===== config.mk =====
export PLATFORM = sky130hd
export DESIGN_NAME = sbrg_bit_rate_generator
export DESIGN_NICKNAME = d
export VERILOG_FILES = /design/src/core/sbrg_pkg.sv /design/src/core/sbrg_prescaler.sv /design/src/core/sbrg_bit_rate_generator.sv
export SDC_FILE = /design/constraint.sdc
export NUM_CORES = 1
export LEC_CHECK = 0
export BUFFER_PORTS_ARGS = -buffer_cell sky130_fd_sc_hd__buf_2
export CORE_AREA = 2 2 74 76
export DETAILED_ROUTE_END_ITERATION = 6
export DIE_AREA = 0 0 76 78
export PLACE_DENSITY = 0.83
export SLEW_MARGIN = 20
export SYNTH_ARGS = -nofsm -noshare
export SYNTH_HDL_FRONTEND = slang
export SYNTH_HIERARCHICAL = 1
export SYNTH_SLANG_ARGS = --single-unit

===== constraint.sdc =====
create_clock -name clk -period 3.78 [get_ports clk]
set_input_delay 0.756 -clock clk [delete_from_list [all_inputs] [get_ports clk]]
set_output_delay 0.756 -clock clk [all_outputs]
set_load 0.02 [all_outputs]

===== src/core/sbrg_pkg.sv =====
// Constants for the serial bit-rate generator and serial/timer control.
// Assumes a single 10 MHz clock and a plain strobe register port.
package sbrg_pkg;
	// ----------------------------------------
	// Clock
	// ----------------------------------------
	localparam int CLK_PERIOD_NS = 100;

	// ----------------------------------------
	// Register offsets
	// ----------------------------------------
	localparam logic [3:0] OFS_CTRL = 4'h0;
	localparam logic [3:0] OFS_RELOAD = 4'h1;
	localparam logic [3:0] OFS_MODE = 4'h2;
	localparam logic [3:0] OFS_STATUS = 4'h3;

	// ----------------------------------------
	// Reset values
	// ----------------------------------------
	localparam logic [7:0] CTRL_RESET = 8'h00;
	localparam logic [7:0] RELOAD_RESET = 8'hff;
	localparam logic [7:0] MODE_RESET = 8'h00;

	// ----------------------------------------
	// Control register fields
	// ----------------------------------------
	localparam int CTRL_TWO_WIRE_LSB = 4;
	localparam int CTRL_HOST_SWITCH = 3;
	localparam int CTRL_MP_ENABLE = 2;
	localparam int CTRL_TIMER_LSB = 0;

	// ----------------------------------------
	// Mode register fields
	// ----------------------------------------
	localparam int MODE_SEL_LSB = 0;
	localparam int MODE_MP_FORMAT = 2;
	localparam int MODE_SYNC = 3;
	localparam int MODE_DOUBLE = 4;
	localparam int MODE_PERIPH_HALF = 5;
	localparam logic [7:0] MODE_MASK = 8'h3f;

	// ----------------------------------------
	// Serial clock structure
	// ----------------------------------------
	localparam logic [3:0] ASYNC_OVERSAMPLE_LAST = 4'hf;
endpackage : sbrg_pkg


===== src/core/sbrg_prescaler.sv =====
// Prescaler: one-cycle ticks at the selected fraction of the clock.
// Assumes sel and dbl come straight from software registers.
module sbrg_prescaler (
	input wire logic clk,
	input wire logic rst_n,
	input wire logic [1:0] sel,
	input wire logic dbl,
	input wire logic periphHalf,
	output logic tick
);
	// ----------------------------------------
	// Divide mask
	// ----------------------------------------
	function automatic logic [7:0] sbrg_mask(input logic [1:0] s, input logic d);
		logic [7:0] m;
		m = 8'h00;
		case (s)
			2'h1: m = d ? 8'h07 : 8'h03;
			2'h2: m = d ? 8'h1f : 8'h0f;
			2'h3: m = d ? 8'h7f : 8'h3f;
			default: m = 8'h00;
		endcase
		return m;
	endfunction : sbrg_mask

	logic [7:0] cnt;
	logic periphEn;
	logic [7:0] mask;

	assign mask = sbrg_mask(sel, dbl);

	// Peripheral clock runs at full or half rate
	always_ff @(posedge clk) begin
		if (!rst_n) begin
			periphEn <= 1'b0;
		end else begin
			periphEn <= periphHalf ? ~periphEn : 1'b1;
		end
	end

	// Free counter; a select change only shifts the phase of the next tick
	always_ff @(posedge clk) begin
		if (!rst_n) begin
			cnt <= 8'h00;
		end else if (periphEn) begin
			cnt <= cnt + 8'h01;
		end
	end

	always_ff @(posedge clk) begin
		if (!rst_n) begin
			tick <= 1'b0;
		end else if (sel == 2'h0) begin
			tick <= 1'b1;
		end else begin
			tick <= periphEn && ((cnt & mask) == mask);
		end
	end

	AST_PRE_DIV4: assert property (@(posedge clk) disable iff (!rst_n)
		(tick && sel == 2'h1 && !dbl && !periphHalf && $past(sel) == 2'h1 && !$past(dbl)) ##1
		(sel == 2'h1 && !dbl && !periphHalf)[*4] |-> tick && !$past(tick))
		else $error("Prescaler quarter rate wrong");
	AST_PRE_DIV8: assert property (@(posedge clk) disable iff (!rst_n)
		(tick && sel == 2'h1 && dbl && !periphHalf && $past(sel) == 2'h1 && $past(dbl)) ##1
		(sel == 2'h1 && dbl && !periphHalf)[*8] |-> tick && !$past(tick))
		else $error("Prescaler eighth rate wrong");
	AST_PRE_SYS: assert property (@(posedge clk) disable iff (!rst_n)
		sel == 2'h0 ##1 sel == 2'h0 |-> tick)
		else $error("Undivided clock not selected");
endmodule : sbrg_prescaler


===== src/core/sbrg_bit_rate_generator.sv =====
// Serial bit-rate generator and serial/timer control register.
// Assumes the serial channels take the clock enables and mode outputs.
//
// Functional notes
// - Async rate is F/(64*2^(2n-1)*(N+1))
// - Sync rate is F/(8*2^(2n-1)*(N+1))
// - Reload value accepts 0 through 255
// - Select 0..3 gives clock /1,/4,/16,/64
// - Doubled select gives /1,/8,/32,/128
// - n zero uses system, else peripheral clock
// - Control register is 8-bit read/write
// - Reset clears control register
// - Bit 2 gates multiprocessor on both channels
// - Enable low keeps multiprocessor off
// - Enable high lets format bit select it (code: only while the sync bit is low)
// - Bits 7..4 go to two-wire unit
// - Bit 3 goes to host input switch
// - Bits 1..0 go to timer clock select
// - Async serial clock is sixteen times bit
//
// Added by the designer: the register addresses and the plain strobed port.
module sbrg_bit_rate_generator (
	input wire logic clk,
	input wire logic rst_n,
	input wire logic [3:0] addr,
	input wire logic [7:0] wrData,
	input wire logic wrStb,
	input wire logic rdStb,
	output logic [7:0] rdData,
	output logic [3:0] twoWireCtrl,
	output logic hostInputSwitch,
	output logic [1:0] timerClockSelect,
	output logic multiprocActive0,
	output logic multiprocActive1,
	output logic syncMode,
	output logic serialClkEn,
	output logic bitTick
);
	// ----------------------------------------
	// Registers
	// ----------------------------------------
	logic [7:0] serialTimerControl;
	logic [7:0] bitRateReload;
	logic [7:0] modeReg;
	logic [7:0] activeReload;
	logic [7:0] divCount;
	logic halfPhase;
	logic [3:0] edgeCount;
	logic preTick;
	logic wrap;
	logic clkEnNext;
	logic next_bitTick;
	logic [7:0] next_rdData;

	function automatic logic sbrg_hit(input logic [3:0] a, input logic [3:0] ofs);
		return a == ofs;
	endfunction : sbrg_hit

	// ----------------------------------------
	// Prescaler
	// ----------------------------------------
	sbrg_prescaler uPre (
		.clk(clk),
		.rst_n(rst_n),
		.sel(modeReg[sbrg_pkg::MODE_SEL_LSB +: 2]),
		.dbl(modeReg[sbrg_pkg::MODE_DOUBLE]),
		.periphHalf(modeReg[sbrg_pkg::MODE_PERIPH_HALF]),
		.tick(preTick)
	);

	// ----------------------------------------
	// Software writes
	// ----------------------------------------
	always_ff @(posedge clk) begin
		if (!rst_n) begin
			serialTimerControl <= sbrg_pkg::CTRL_RESET;
		end else if (wrStb && sbrg_hit(addr, sbrg_pkg::OFS_CTRL)) begin
			serialTimerControl <= wrData;
		end
	end

	always_ff @(posedge clk) begin
		if (!rst_n) begin
			bitRateReload <= sbrg_pkg::RELOAD_RESET;
		end else if (wrStb && sbrg_hit(addr, sbrg_pkg::OFS_RELOAD)) begin
			bitRateReload <= wrData;
		end
	end

	always_ff @(posedge clk) begin
		if (!rst_n) begin
			modeReg <= sbrg_pkg::MODE_RESET;
		end else if (wrStb && sbrg_hit(addr, sbrg_pkg::OFS_MODE)) begin
			modeReg <= wrData & sbrg_pkg::MODE_MASK;
		end
	end

	// ----------------------------------------
	// Read port
	// ----------------------------------------
	always_comb begin
		next_rdData = 8'h00;
		if (rdStb) begin
			case (addr)
				sbrg_pkg::OFS_CTRL: next_rdData = serialTimerControl;
				sbrg_pkg::OFS_RELOAD: next_rdData = bitRateReload;
				sbrg_pkg::OFS_MODE: next_rdData = modeReg;
				sbrg_pkg::OFS_STATUS: next_rdData = divCount;
				default: next_rdData = 8'h00;
			endcase
		end
	end

	// Data stands one cycle only, zero otherwise
	always_ff @(posedge clk) begin
		if (!rst_n) begin
			rdData <= 8'h00;
		end else begin
			rdData <= next_rdData;
		end
	end

	// ----------------------------------------
	// Pass-through control outputs
	// ----------------------------------------
	always_ff @(posedge clk) begin
		if (!rst_n) begin
			twoWireCtrl <= 4'h0;
			hostInputSwitch <= 1'b0;
			timerClockSelect <= 2'h0;
		end else begin
			twoWireCtrl <= serialTimerControl[sbrg_pkg::CTRL_TWO_WIRE_LSB +: 4];
			hostInputSwitch <= serialTimerControl[sbrg_pkg::CTRL_HOST_SWITCH];
			timerClockSelect <= serialTimerControl[sbrg_pkg::CTRL_TIMER_LSB +: 2];
		end
	end

	// One enable serves both channels; each channel's own format bit is
	// shared here since only one mode register sits in this block
	always_ff @(posedge clk) begin
		if (!rst_n) begin
			multiprocActive0 <= 1'b0;
			multiprocActive1 <= 1'b0;
			syncMode <= 1'b0;
		end else begin
			multiprocActive0 <= serialTimerControl[sbrg_pkg::CTRL_MP_ENABLE]
				&& modeReg[sbrg_pkg::MODE_MP_FORMAT] && !modeReg[sbrg_pkg::MODE_SYNC];
			multiprocActive1 <= serialTimerControl[sbrg_pkg::CTRL_MP_ENABLE]
				&& modeReg[sbrg_pkg::MODE_MP_FORMAT] && !modeReg[sbrg_pkg::MODE_SYNC];
			syncMode <= modeReg[sbrg_pkg::MODE_SYNC];
		end
	end

	// ----------------------------------------
	// Reload divider
	// ----------------------------------------
	assign wrap = preTick && (divCount == activeReload);

	// A reload written mid-count waits for the wrap, so no short period occurs
	always_ff @(posedge clk) begin
		if (!rst_n) begin
			divCount <= 8'h00;
			activeReload <= sbrg_pkg::RELOAD_RESET;
		end else if (wrap) begin
			divCount <= 8'h00;
			activeReload <= bitRateReload;
		end else if (preTick) begin
			divCount <= divCount + 8'h01;
		end
	end

	// Two wraps per serial clock edge: the 64 and 8 bases share a /2 stage
	assign clkEnNext = wrap && halfPhase;

	always_ff @(posedge clk) begin
		if (!rst_n) begin
			halfPhase <= 1'b0;
		end else if (wrap) begin
			halfPhase <= ~halfPhase;
		end
	end

	// Async: 16 edges per bit; sync: 2 edges per bit.
	// N=0 at n=0 in sync leaves no slack for back-to-back bytes.
	always_comb begin
		next_bitTick = 1'b0;
		if (clkEnNext) begin
			if (modeReg[sbrg_pkg::MODE_SYNC]) begin
				next_bitTick = edgeCount[0];
			end else begin
				next_bitTick = edgeCount == sbrg_pkg::ASYNC_OVERSAMPLE_LAST;
			end
		end
	end

	always_ff @(posedge clk) begin
		if (!rst_n) begin
			edgeCount <= 4'h0;
		end else if (clkEnNext) begin
			edgeCount <= edgeCount + 4'h1;
		end
	end

	always_ff @(posedge clk) begin
		if (!rst_n) begin
			serialClkEn <= 1'b0;
			bitTick <= 1'b0;
		end else begin
			serialClkEn <= clkEnNext;
			bitTick <= next_bitTick;
		end
	end

	// ----------------------------------------
	// Assertions
	// ----------------------------------------
	AST_CTRL_RESET: assert property (@(posedge clk)
		!rst_n |=> serialTimerControl == 8'h00 && twoWireCtrl == 4'h0)
		else $error("Control register not cleared by reset");
	AST_CTRL_WRITE: assert property (@(posedge clk) disable iff (!rst_n)
		wrStb && addr == sbrg_pkg::OFS_CTRL ##1 rdStb && addr == sbrg_pkg::OFS_CTRL
		|=> rdData == $past(wrData, 2))
		else $error("Control readback differs from write");
	AST_TWO_WIRE: assert property (@(posedge clk) disable iff (!rst_n)
		wrStb && addr == sbrg_pkg::OFS_CTRL |=> ##1 twoWireCtrl == $past(wrData[7:4], 2))
		else $error("Two-wire control not passed");
	AST_HOST_TIMER: assert property (@(posedge clk) disable iff (!rst_n)
		wrStb && addr == sbrg_pkg::OFS_CTRL |=> ##1
		hostInputSwitch == $past(wrData[3], 2) && timerClockSelect == $past(wrData[1:0], 2))
		else $error("Host switch or timer select not passed");
	AST_MP_OFF: assert property (@(posedge clk) disable iff (!rst_n)
		!serialTimerControl[2] |=> !multiprocActive0 && !multiprocActive1)
		else $error("Multiprocessor active while disabled");
	AST_MP_ON: assert property (@(posedge clk) disable iff (!rst_n)
		serialTimerControl[2] && modeReg[2] && !modeReg[3] |=> multiprocActive0 && multiprocActive1)
		else $error("Multiprocessor format not selected");
	AST_WRAP: assert property (@(posedge clk) disable iff (!rst_n)
		wrap |=> divCount == 8'h00 && activeReload == $past(bitRateReload))
		else $error("Divider wrap or reload wrong");
	AST_RANGE: assert property (@(posedge clk) disable iff (!rst_n)
		divCount <= activeReload)
		else $error("Divider passed its reload value");
	AST_FASTEST: assert property (@(posedge clk) disable iff (!rst_n)
		serialClkEn && modeReg[1:0] == 2'h0 && activeReload == 8'h00 && bitRateReload == 8'h00
		##1 modeReg[1:0] == 2'h0 |=> serialClkEn)
		else $error("Fastest serial clock period is not two cycles");
	AST_BIT_ON_EDGE: assert property (@(posedge clk) disable iff (!rst_n)
		bitTick |-> serialClkEn ##1 !serialClkEn)
		else $error("Bit tick off a serial clock edge");
	AST_SYNC_BIT: assert property (@(posedge clk) disable iff (!rst_n)
		clkEnNext && modeReg[3] |=> bitTick == $past(edgeCount[0]))
		else $error("Sync bit tick wrong");

	COV_ASYNC_BIT: cover property (@(posedge clk) disable iff (!rst_n) bitTick && !syncMode);
	COV_SYNC_BIT: cover property (@(posedge clk) disable iff (!rst_n) bitTick && syncMode);
	COV_FULL_RELOAD: cover property (@(posedge clk) disable iff (!rst_n) wrap && activeReload == 8'hff);
	COV_MP: cover property (@(posedge clk) disable iff (!rst_n) multiprocActive0);
endmodule : sbrg_bit_rate_generator


Word level (Yosys, flattened, before mapping)
Index checks and enable logic that the tools add are counted.
- word-level logic and storage cells: 56
- flip-flop bits (word level): 72
- output and inout bits: 20
- input port bits: 16
- eq/ne operators: 9
- $add $sub $neg: 3
- bitwise gates (word level): 4
- reduce and logical (&&, ||, !) cells: 14
- muxes and demuxes: 8
- operators with widths (kind ; count):
    one-hot mux 8 bit (4 select lines) ; 1
    one-hot mux 8 bit (3 select lines) ; 1
    adder 8 x 1 -> 8 bit (second input constant) ; 2
    == test 8 bit ; 2
    bitwise AND 8 bit ; 1
    == test 4 x 2 -> 1 bit (second input constant) ; 2
    logical AND 1 bit ; 8
    two-way mux 7 bit ; 1
    two-way mux 5 bit ; 1
    adder 4 x 1 -> 4 bit (second input constant) ; 1
    == test 2 bit (second input constant) ; 2
    == test 4 x 1 -> 1 bit (second input constant) ; 1
    == test 4 bit (second input constant) ; 1
    logical NOT 4 bit ; 1
    AND reduction 2 bit ; 2
    two-way mux 1 bit ; 3
    two-way mux 3 bit ; 1
    inverter 1 bit ; 3
    == test 2 x 1 -> 1 bit (second input constant) ; 1
    logical NOT 2 bit ; 1
    OR reduction 2 bit ; 1
    logical NOT 1 bit ; 1

Depth between registers and ports, before layout
Gate-level depths: netlist (run 1).
- depth in word-level cells: 6
- gate-level depth with buffers: 5
- mapped depth without buffers: 5

Modules after synthesis
Netlist (run 1), hierarchy kept.
- modules (own cells, without submodules) (module ; times used ; area each (um2) ; cells an instance):
    sbrg_bit_rate_generator ; 1 ; 2690.1 ; 258
    sbrg_prescaler ; 1 ; 414.1 ; 44

Worst setup path before layout (run 1)
Ideal clock, no wire load.
- path kind: input to register
- start point: input addr[3]
- end point: register modeReg[0]
- slack: 2057 ps
- stages on the path: 5
- arrival time: 1595 ps
- buffers on the path: 1
- setup time: 128 ps
- path through: nor3b_1 buf_2 nand3b_2 mux2i_1 nor2_1
- cells in the longest elaborated chain, start to end: 2
- RTL lines (what ; line ; source):
    start: declaration ; sbrg_bit_rate_generator.sv:25 ; input wire logic [3:0] addr,
    == test 4 x 2 -> 1 bit ; sbrg_bit_rate_generator.sv:56 ; return a == ofs;
    logical AND 1 bit ; sbrg_bit_rate_generator.sv:93 ; end else if (wrStb && sbrg_hit(addr, sbrg_pkg::OFS_MODE)) begin
    end signal: assignment ; sbrg_bit_rate_generator.sv:92 ; modeReg <= sbrg_pkg::MODE_RESET;
    end signal: assignment ; sbrg_bit_rate_generator.sv:94 ; modeReg <= wrData & sbrg_pkg::MODE_MASK;
    end: declaration ; sbrg_bit_rate_generator.sv:44 ; logic [7:0] modeReg;
Every way passes these cells.
A chain may end at the register's enable or synchronous reset.

Worst setup path in the final report (run 1)
- start point: input addr[1]
- end point: register serialTimerControl[0]
- cells in the longest elaborated chain, start to end: 2
- RTL lines (what ; line ; source):
    logical NOT 4 bit ; sbrg_bit_rate_generator.sv:56 ;
    logical AND 1 bit ; sbrg_bit_rate_generator.sv:77 ; end else if (wrStb && sbrg_hit(addr, sbrg_pkg::OFS_CTRL)) begin
    end signal: assignment ; sbrg_bit_rate_generator.sv:76 ; serialTimerControl <= sbrg_pkg::CTRL_RESET;
    end signal: assignment ; sbrg_bit_rate_generator.sv:78 ; serialTimerControl <= wrData;
    end: declaration ; sbrg_bit_rate_generator.sv:42 ; logic [7:0] serialTimerControl;
Every way passes these cells.

==> results.cfg, run 1 <==
[yosys]
netlist_instances = 302
ys_ff_latch = 71
yosys.area.top_type_share = 0.458
synth_most_common_cell = dfxtp_1
seq_area_frac_synth = 0.458
yosys-top-cells-area = dfxtp_1, mux2i_1, mux4_2
syn_nets = 321
synth_commonest_cells = dfxtp_1, nand2_1, nor2_1, mux2i_1
yosysTopAreaCell = dfxtp_1
synthFlopType = dfxtp_1
post_synth.cell_area_avg_um2 = 10.3
async_flop_share = 0
syn-cell-area_mm2 = 0.00310
synth_edf_count = 0
synth_cell_types = 46
ys.warnings.count = 6

[timing]
relSlewSlack = 0.577
max_freq_mhz = 547
worst_pin_slew_ps = 633
slew_violations = 0
grt_setup_unrepaired = false
finalHoldViolCount = 0
finalSetupViolCount = 0
tns_ps = 0
period_share = 0.484
min_period_ps = 1830
clock_skew_ps = 8.16
whs_ps = 467

[layout]
n_antenna_cell = 0
drive_gt1_frac = 0.238
multi_input_area_mm2 = 0.00155
syn_to_final_growth_pct = 12.5
seqCellArea_mm2 = 0.00142
utilization = 0.693
fillCellCount = 393
design_area_mm2 = 0.00349
nets = 354

[clocking]
numCtsBuffers = 9
hold_buffers = 0
clk_pin_slew_ps = 80
cts_max_level = 3
post_cts_buffers = 0
cts_root_buf = clkbuf_8
cts_tree = yes
clkSinkCount = 71
cts_buffer_depth = 2
clock_latency_ps = 340
post_cts_resized = 0

[critical_path]
cp_max_fo = 11
worstPathArrival_ps = 2040
r2r-start = divCount[3]$_SDFFE_PP0P_
crit_path_end = serialTimerControl[0]$_SDFFE_PN0P_
reg2regPathDepth = 4
r2r-end = bitTick$_SDFF_PN0_
worstPathRequired_ps = 3990
r2r_slack_ps = 2220
critPathLaunchType = primary input
end_kind = register
critPathLaunch = addr[1]
worst-setup-path-type = in2reg

[route]
vias_per_cell = 5.55
drc = 0
drt_iter0_drc = 136
firstDrtPassIters = 4
routed-via-count = 2275
ant_nets = 0
wl_per_cell_um = 15.1
finalWirelength_um = 6170

[floorplan]
num_io_pins = 36
die-area_mm2 = 0.00593
die_y_um = 78
fp.dieW_um = 76
start_util = 0.616
core_mm2 = 0.00504
rows = 26

[global_routing]
grt_max_degree = 41
grt_pass1_vias = 2147
overflow = 0
antenna_found_initial = 0
grt_pass1_wl_um = 10100
grt_util_all_layers = 0.216

[run_status]
status = finished, final reports clean

[power]
irDropWorstVdd_uv = 270
power_density_mw_per_mm2 = 429
leakage_nw = 1.55
swShare = 0.225
intPower_w = 0.00116
p_sw_w = 0.000337
power.share.clock = 0.434
pwr-share-seq = 0.516
power_frac_comb = 0.050

[worst_hold_path]
hold_path_class = reg2reg

[place]
hpwl_um = 4480
gp_congestion = 0.852
postPlaceCellArea_mm2 = 0.00328
portBuffers = 35

[job]
maxCapViolations = 0
-- cells by family after synthesis --
kind of cell	share of synthesized area
AOI/OAI and AO/OA	0.0738
adders and majority gates	0.0121
xor gates and xnor gates	0.0730
buffers and inverters	0.0443
muxes	0.109
and+or+nand+nor	0.230
DFF	0.458
-- worst max-delay path, cell delays in order --
cell and delay (ps):
buf_2 200, nor2_1 520, nand2_1 340, nand2_1 150, a21oi_1 70
-- state kept, by name (all words and copies together), names as in the netlist, 6 cells and up --
signal and cells:
activeReload 8, bitRateReload 8, divCount 8, modeReg 6, rdData 8, serialTimerControl 8, uPre/cnt 7
-- area by class of cell --
type	instances	area share
inverters	10	0.0107
clock buffers	9	0.0355
clock inverters	7	0.0251
repair buffers	37	0.0544
well taps	70	0.0251
multi-input cells	206	0.442
flip-flops and latches	71	0.407
-- per-stage QoR --
stage | std cells | setup WS (ps) | total power [W]
after floorplan | 302 | 2060 | 0.000843
after global placement | 394 | 1680 | 0.000863
after detailed placement | 394 | 1620 | 0.000865
after CTS | 410 | 1980 | 0.00150
after global routing | 410 | 1810 | 0.00154
final | 410 | 1950 | 0.00150
-- power by group through the flow --
stage / Clock, W / Sequential (W) / Combinational, W
finish: 0.000650 / 0.000773 / 0.0000751
CTS: 0.000651 / 0.000773 / 0.0000751
global placement: 0 / 0.000789 / 0.0000736
global route: 0.000684 / 0.000774 / 0.0000819
floorplan: 0 / 0.000786 / 0.0000568
detailed placement: 0 / 0.000790 / 0.0000747
-- how the worst min path moves through the flow --
stage / startpoint / end / slack, ps / cells past startpoint
global route: serialTimerControl[2]$_SDFFE_PN0P_ / multiprocActive1$_SDFF_PN0_ / 480 / 2
CTS: serialTimerControl[2]$_SDFFE_PN0P_ / multiprocActive1$_SDFF_PN0_ / 460 / 2
global placement: serialTimerControl[2]$_SDFFE_PN0P_ / multiprocActive1$_SDFF_PN0_ / 450 / 2
finish: serialTimerControl[2]$_SDFFE_PN0P_ / multiprocActive1$_SDFF_PN0_ / 470 / 2
floorplan: modeReg[1]$_SDFFE_PN0P_ / uPre/tick$_SDFF_PN0_ / 420 / 1
detailed placement: serialTimerControl[2]$_SDFFE_PN0P_ / multiprocActive1$_SDFF_PN0_ / 460 / 2
-- cell usage in the layout (no fill, tap or decap), types with 6 or more instances in the layout --
cell and n:
mux2i_1 18, nand2_1 31, nand3_1 12, nor2b_1 9
nand4_1 14, a21oi_1 12, o211ai_1 8, inv_1 9
clkbuf_8 9, buf_2 35, nor2_1 20, dfxtp_1 71
mux4_2 6, xnor2_1 7, and2_1 14, xnor2_2 8
-- metal layers --
layer / up-vias / GRT usage / wire length (um)
met2: 46 / 0.371 / 3100
li1: 1121 / - / -
met1: 1097 / 0.262 / 2760
met3: 11 / 0.0407 / 215
met5: - / 0 / 0
met4: 0 / 0.104 / 94
Power figures use the tool's default switching activity.
==> run 2, diff against run 1 <==
CORE_AREA = 2 2 81 83   (was 2 2 74 76)
DIE_AREA = 0 0 83 85   (was 0 0 76 78)
PLACE_DENSITY = 0.73   (was 0.83)
clock period = 1.5 ns   (was 3.78 ns; I/O delays follow)
==> run 2 against run 1 <==
Register-to-register slack got worse by 2200 ps. Cell count rose by 7.3%. Utilization fell by 9.2 points.
==> results.cfg, run 2 (synthesis gave the netlist of run 1 again) <==
[global_routing]
grt_pass1_wl_um = 10600
grt_util_all_layers = 0.192
overflow = 0
antenna_found_initial = 0
grt_pass1_vias = 2222
grt_max_degree = 19

[critical_path]
r2r_slack_ps = 70
worstPathArrival_ps = 1660
critPathLaunchType = register
worst-setup-path-type = reg2reg
end_kind = register
cp_max_fo = 7
worstPathRequired_ps = 1730

[timing]
period_share = 0.955
worst_pin_slew_ps = 395
finalHoldViolCount = 0
finalSetupViolCount = 0
slew_violations = 0
relSlewSlack = 0.736
min_period_ps = 1430
fin_ws_ps = 68.1
clock_skew_ps = 8.77
max_freq_mhz = 698

[route]
vias_per_cell = 5.18
drt_iter0_drc = 111
routed-via-count = 2280
ant_nets = 0
finalWirelength_um = 6300
firstDrtPassIters = 5
drc = 0
wl_per_cell_um = 14.3

[floorplan]
die-area_mm2 = 0.00706
rows = 29
core_mm2 = 0.00620
start_util = 0.500
num_io_pins = 36
die_y_um = 85
fp.dieW_um = 83

[clocking]
cts_root_buf = clkbuf_8
numCtsBuffers = 9
clk_pin_slew_ps = 80
cts_max_level = 3
cts_buffer_depth = 2
clkSinkCount = 71
clock_latency_ps = 350
hold_buffers = 0
cts_tree = yes

[worst_hold_path]
hold_path_class = in2reg

[place]
hpwl_um = 4740
postPlaceCellArea_mm2 = 0.00344
portBuffers = 35
gp_congestion = 0.764
dp_slack_ps = -45.9

[layout]
syn_to_final_growth_pct = 20.1
layout_common_cells = dfxtp_1, buf_2, nand2_1
drive_gt1_frac = 0.287
layout_commonest_cell = dfxtp_1
nets = 377
design_area_mm2 = 0.00373
n_antenna_cell = 0

[power]
intPower_w = 0.00318
power_frac_comb = 0.057
p_sw_w = 0.000843
pwr-share-seq = 0.483
swShare = 0.210
power_density_mw_per_mm2 = 1080
finalPower_w = 0.00402
power.share.clock = 0.460
leakage_nw = 1.69
irDropWorstVdd_uv = 668

[run_status]
status = finished, final reports clean

[job]
maxCapViolations = 0
## run 2: changes by cell type in the layout (fill, tap and decap cells not counted), sizes merged
cell,change
buf,+23
clkinv,-3
clkinvlp,-1
clkbuf,+2
inv,+1
bufinv,+1
## run 2: power groups by stage
stage	Sequential (W)	Combinational [W]	Clock (W)
final	0.00194	0.000228	0.00185
after global routing	0.00194	0.000252	0.00198
after CTS	0.00194	0.000225	0.00188
after detailed placement	0.00198	0.000223	0
after global placement	0.00198	0.000219	0
after floorplan	0.00198	0.000143	0
## run 2: layer usage
layer,track usage,part of all wire
met5,0,0
met4,0.0984,0.013
met3,0.0409,0.048
met2,0.326,0.49
met1,0.230,0.45
## run 2: path summary, 6_finish.rpt
| kind | cells past startpoint | end | from |
|---|---|---|---|
| worst max-delay path | 5 | activeReload[0]$_SDFFE_PN1N_ | activeReload[1]$_SDFFE_PN1N_ |
| worst min-delay path | 3 | bitRateReload[1]$_SDFFE_PN1P_ | wrData[1] |
| worst min register to register | 2 | serialTimerControl[6]$_SDFFE_PN0P_ | serialTimerControl[6]$_SDFFE_PN0P_ |
| worst max register to register | 5 | activeReload[0]$_SDFFE_PN1N_ | activeReload[1]$_SDFFE_PN1N_ |
## run 2: what timing repair did
item                       CTS  global route
setup endpoints to repair    0            18
buffers inserted             0             3
gates resized for setup      0             4
## run 2: cell type report
| class | instances | area [um^2] |
|---|---|---|
| fillers | 513 | 2480 |
| multi-input cells | 206 | 1560 |
| flip-flops and latches | 71 | 1420 |
| repair buffers | 60 | 370 |
| clock buffers | 11 | 141 |
| clock inverters | 5 | 104 |
| well taps | 77 | 96.3 |
| inverters | 10 | 37.5 |
## run 2: metrics by stage
stage,utilization,hold WS [ps],setup TNS (ps),cells
6_report,0.601,203,0,440
5_1_grt,0.601,203,-6.43,440
4_1_cts,0.594,197,0,437
3_5_place_dp,0.555,455,-206,421
3_3_place_gp,0.555,453,-5.73,421
2_1_floorplan,-,416,0,302
## run 2: critical path, stage by stage, from the launching register on
cell and delay, ps:
dfxtp_1 340, xnor2_2 240, nand4_4 230, nor3_4 270, buf_4 150, o211ai_1 80
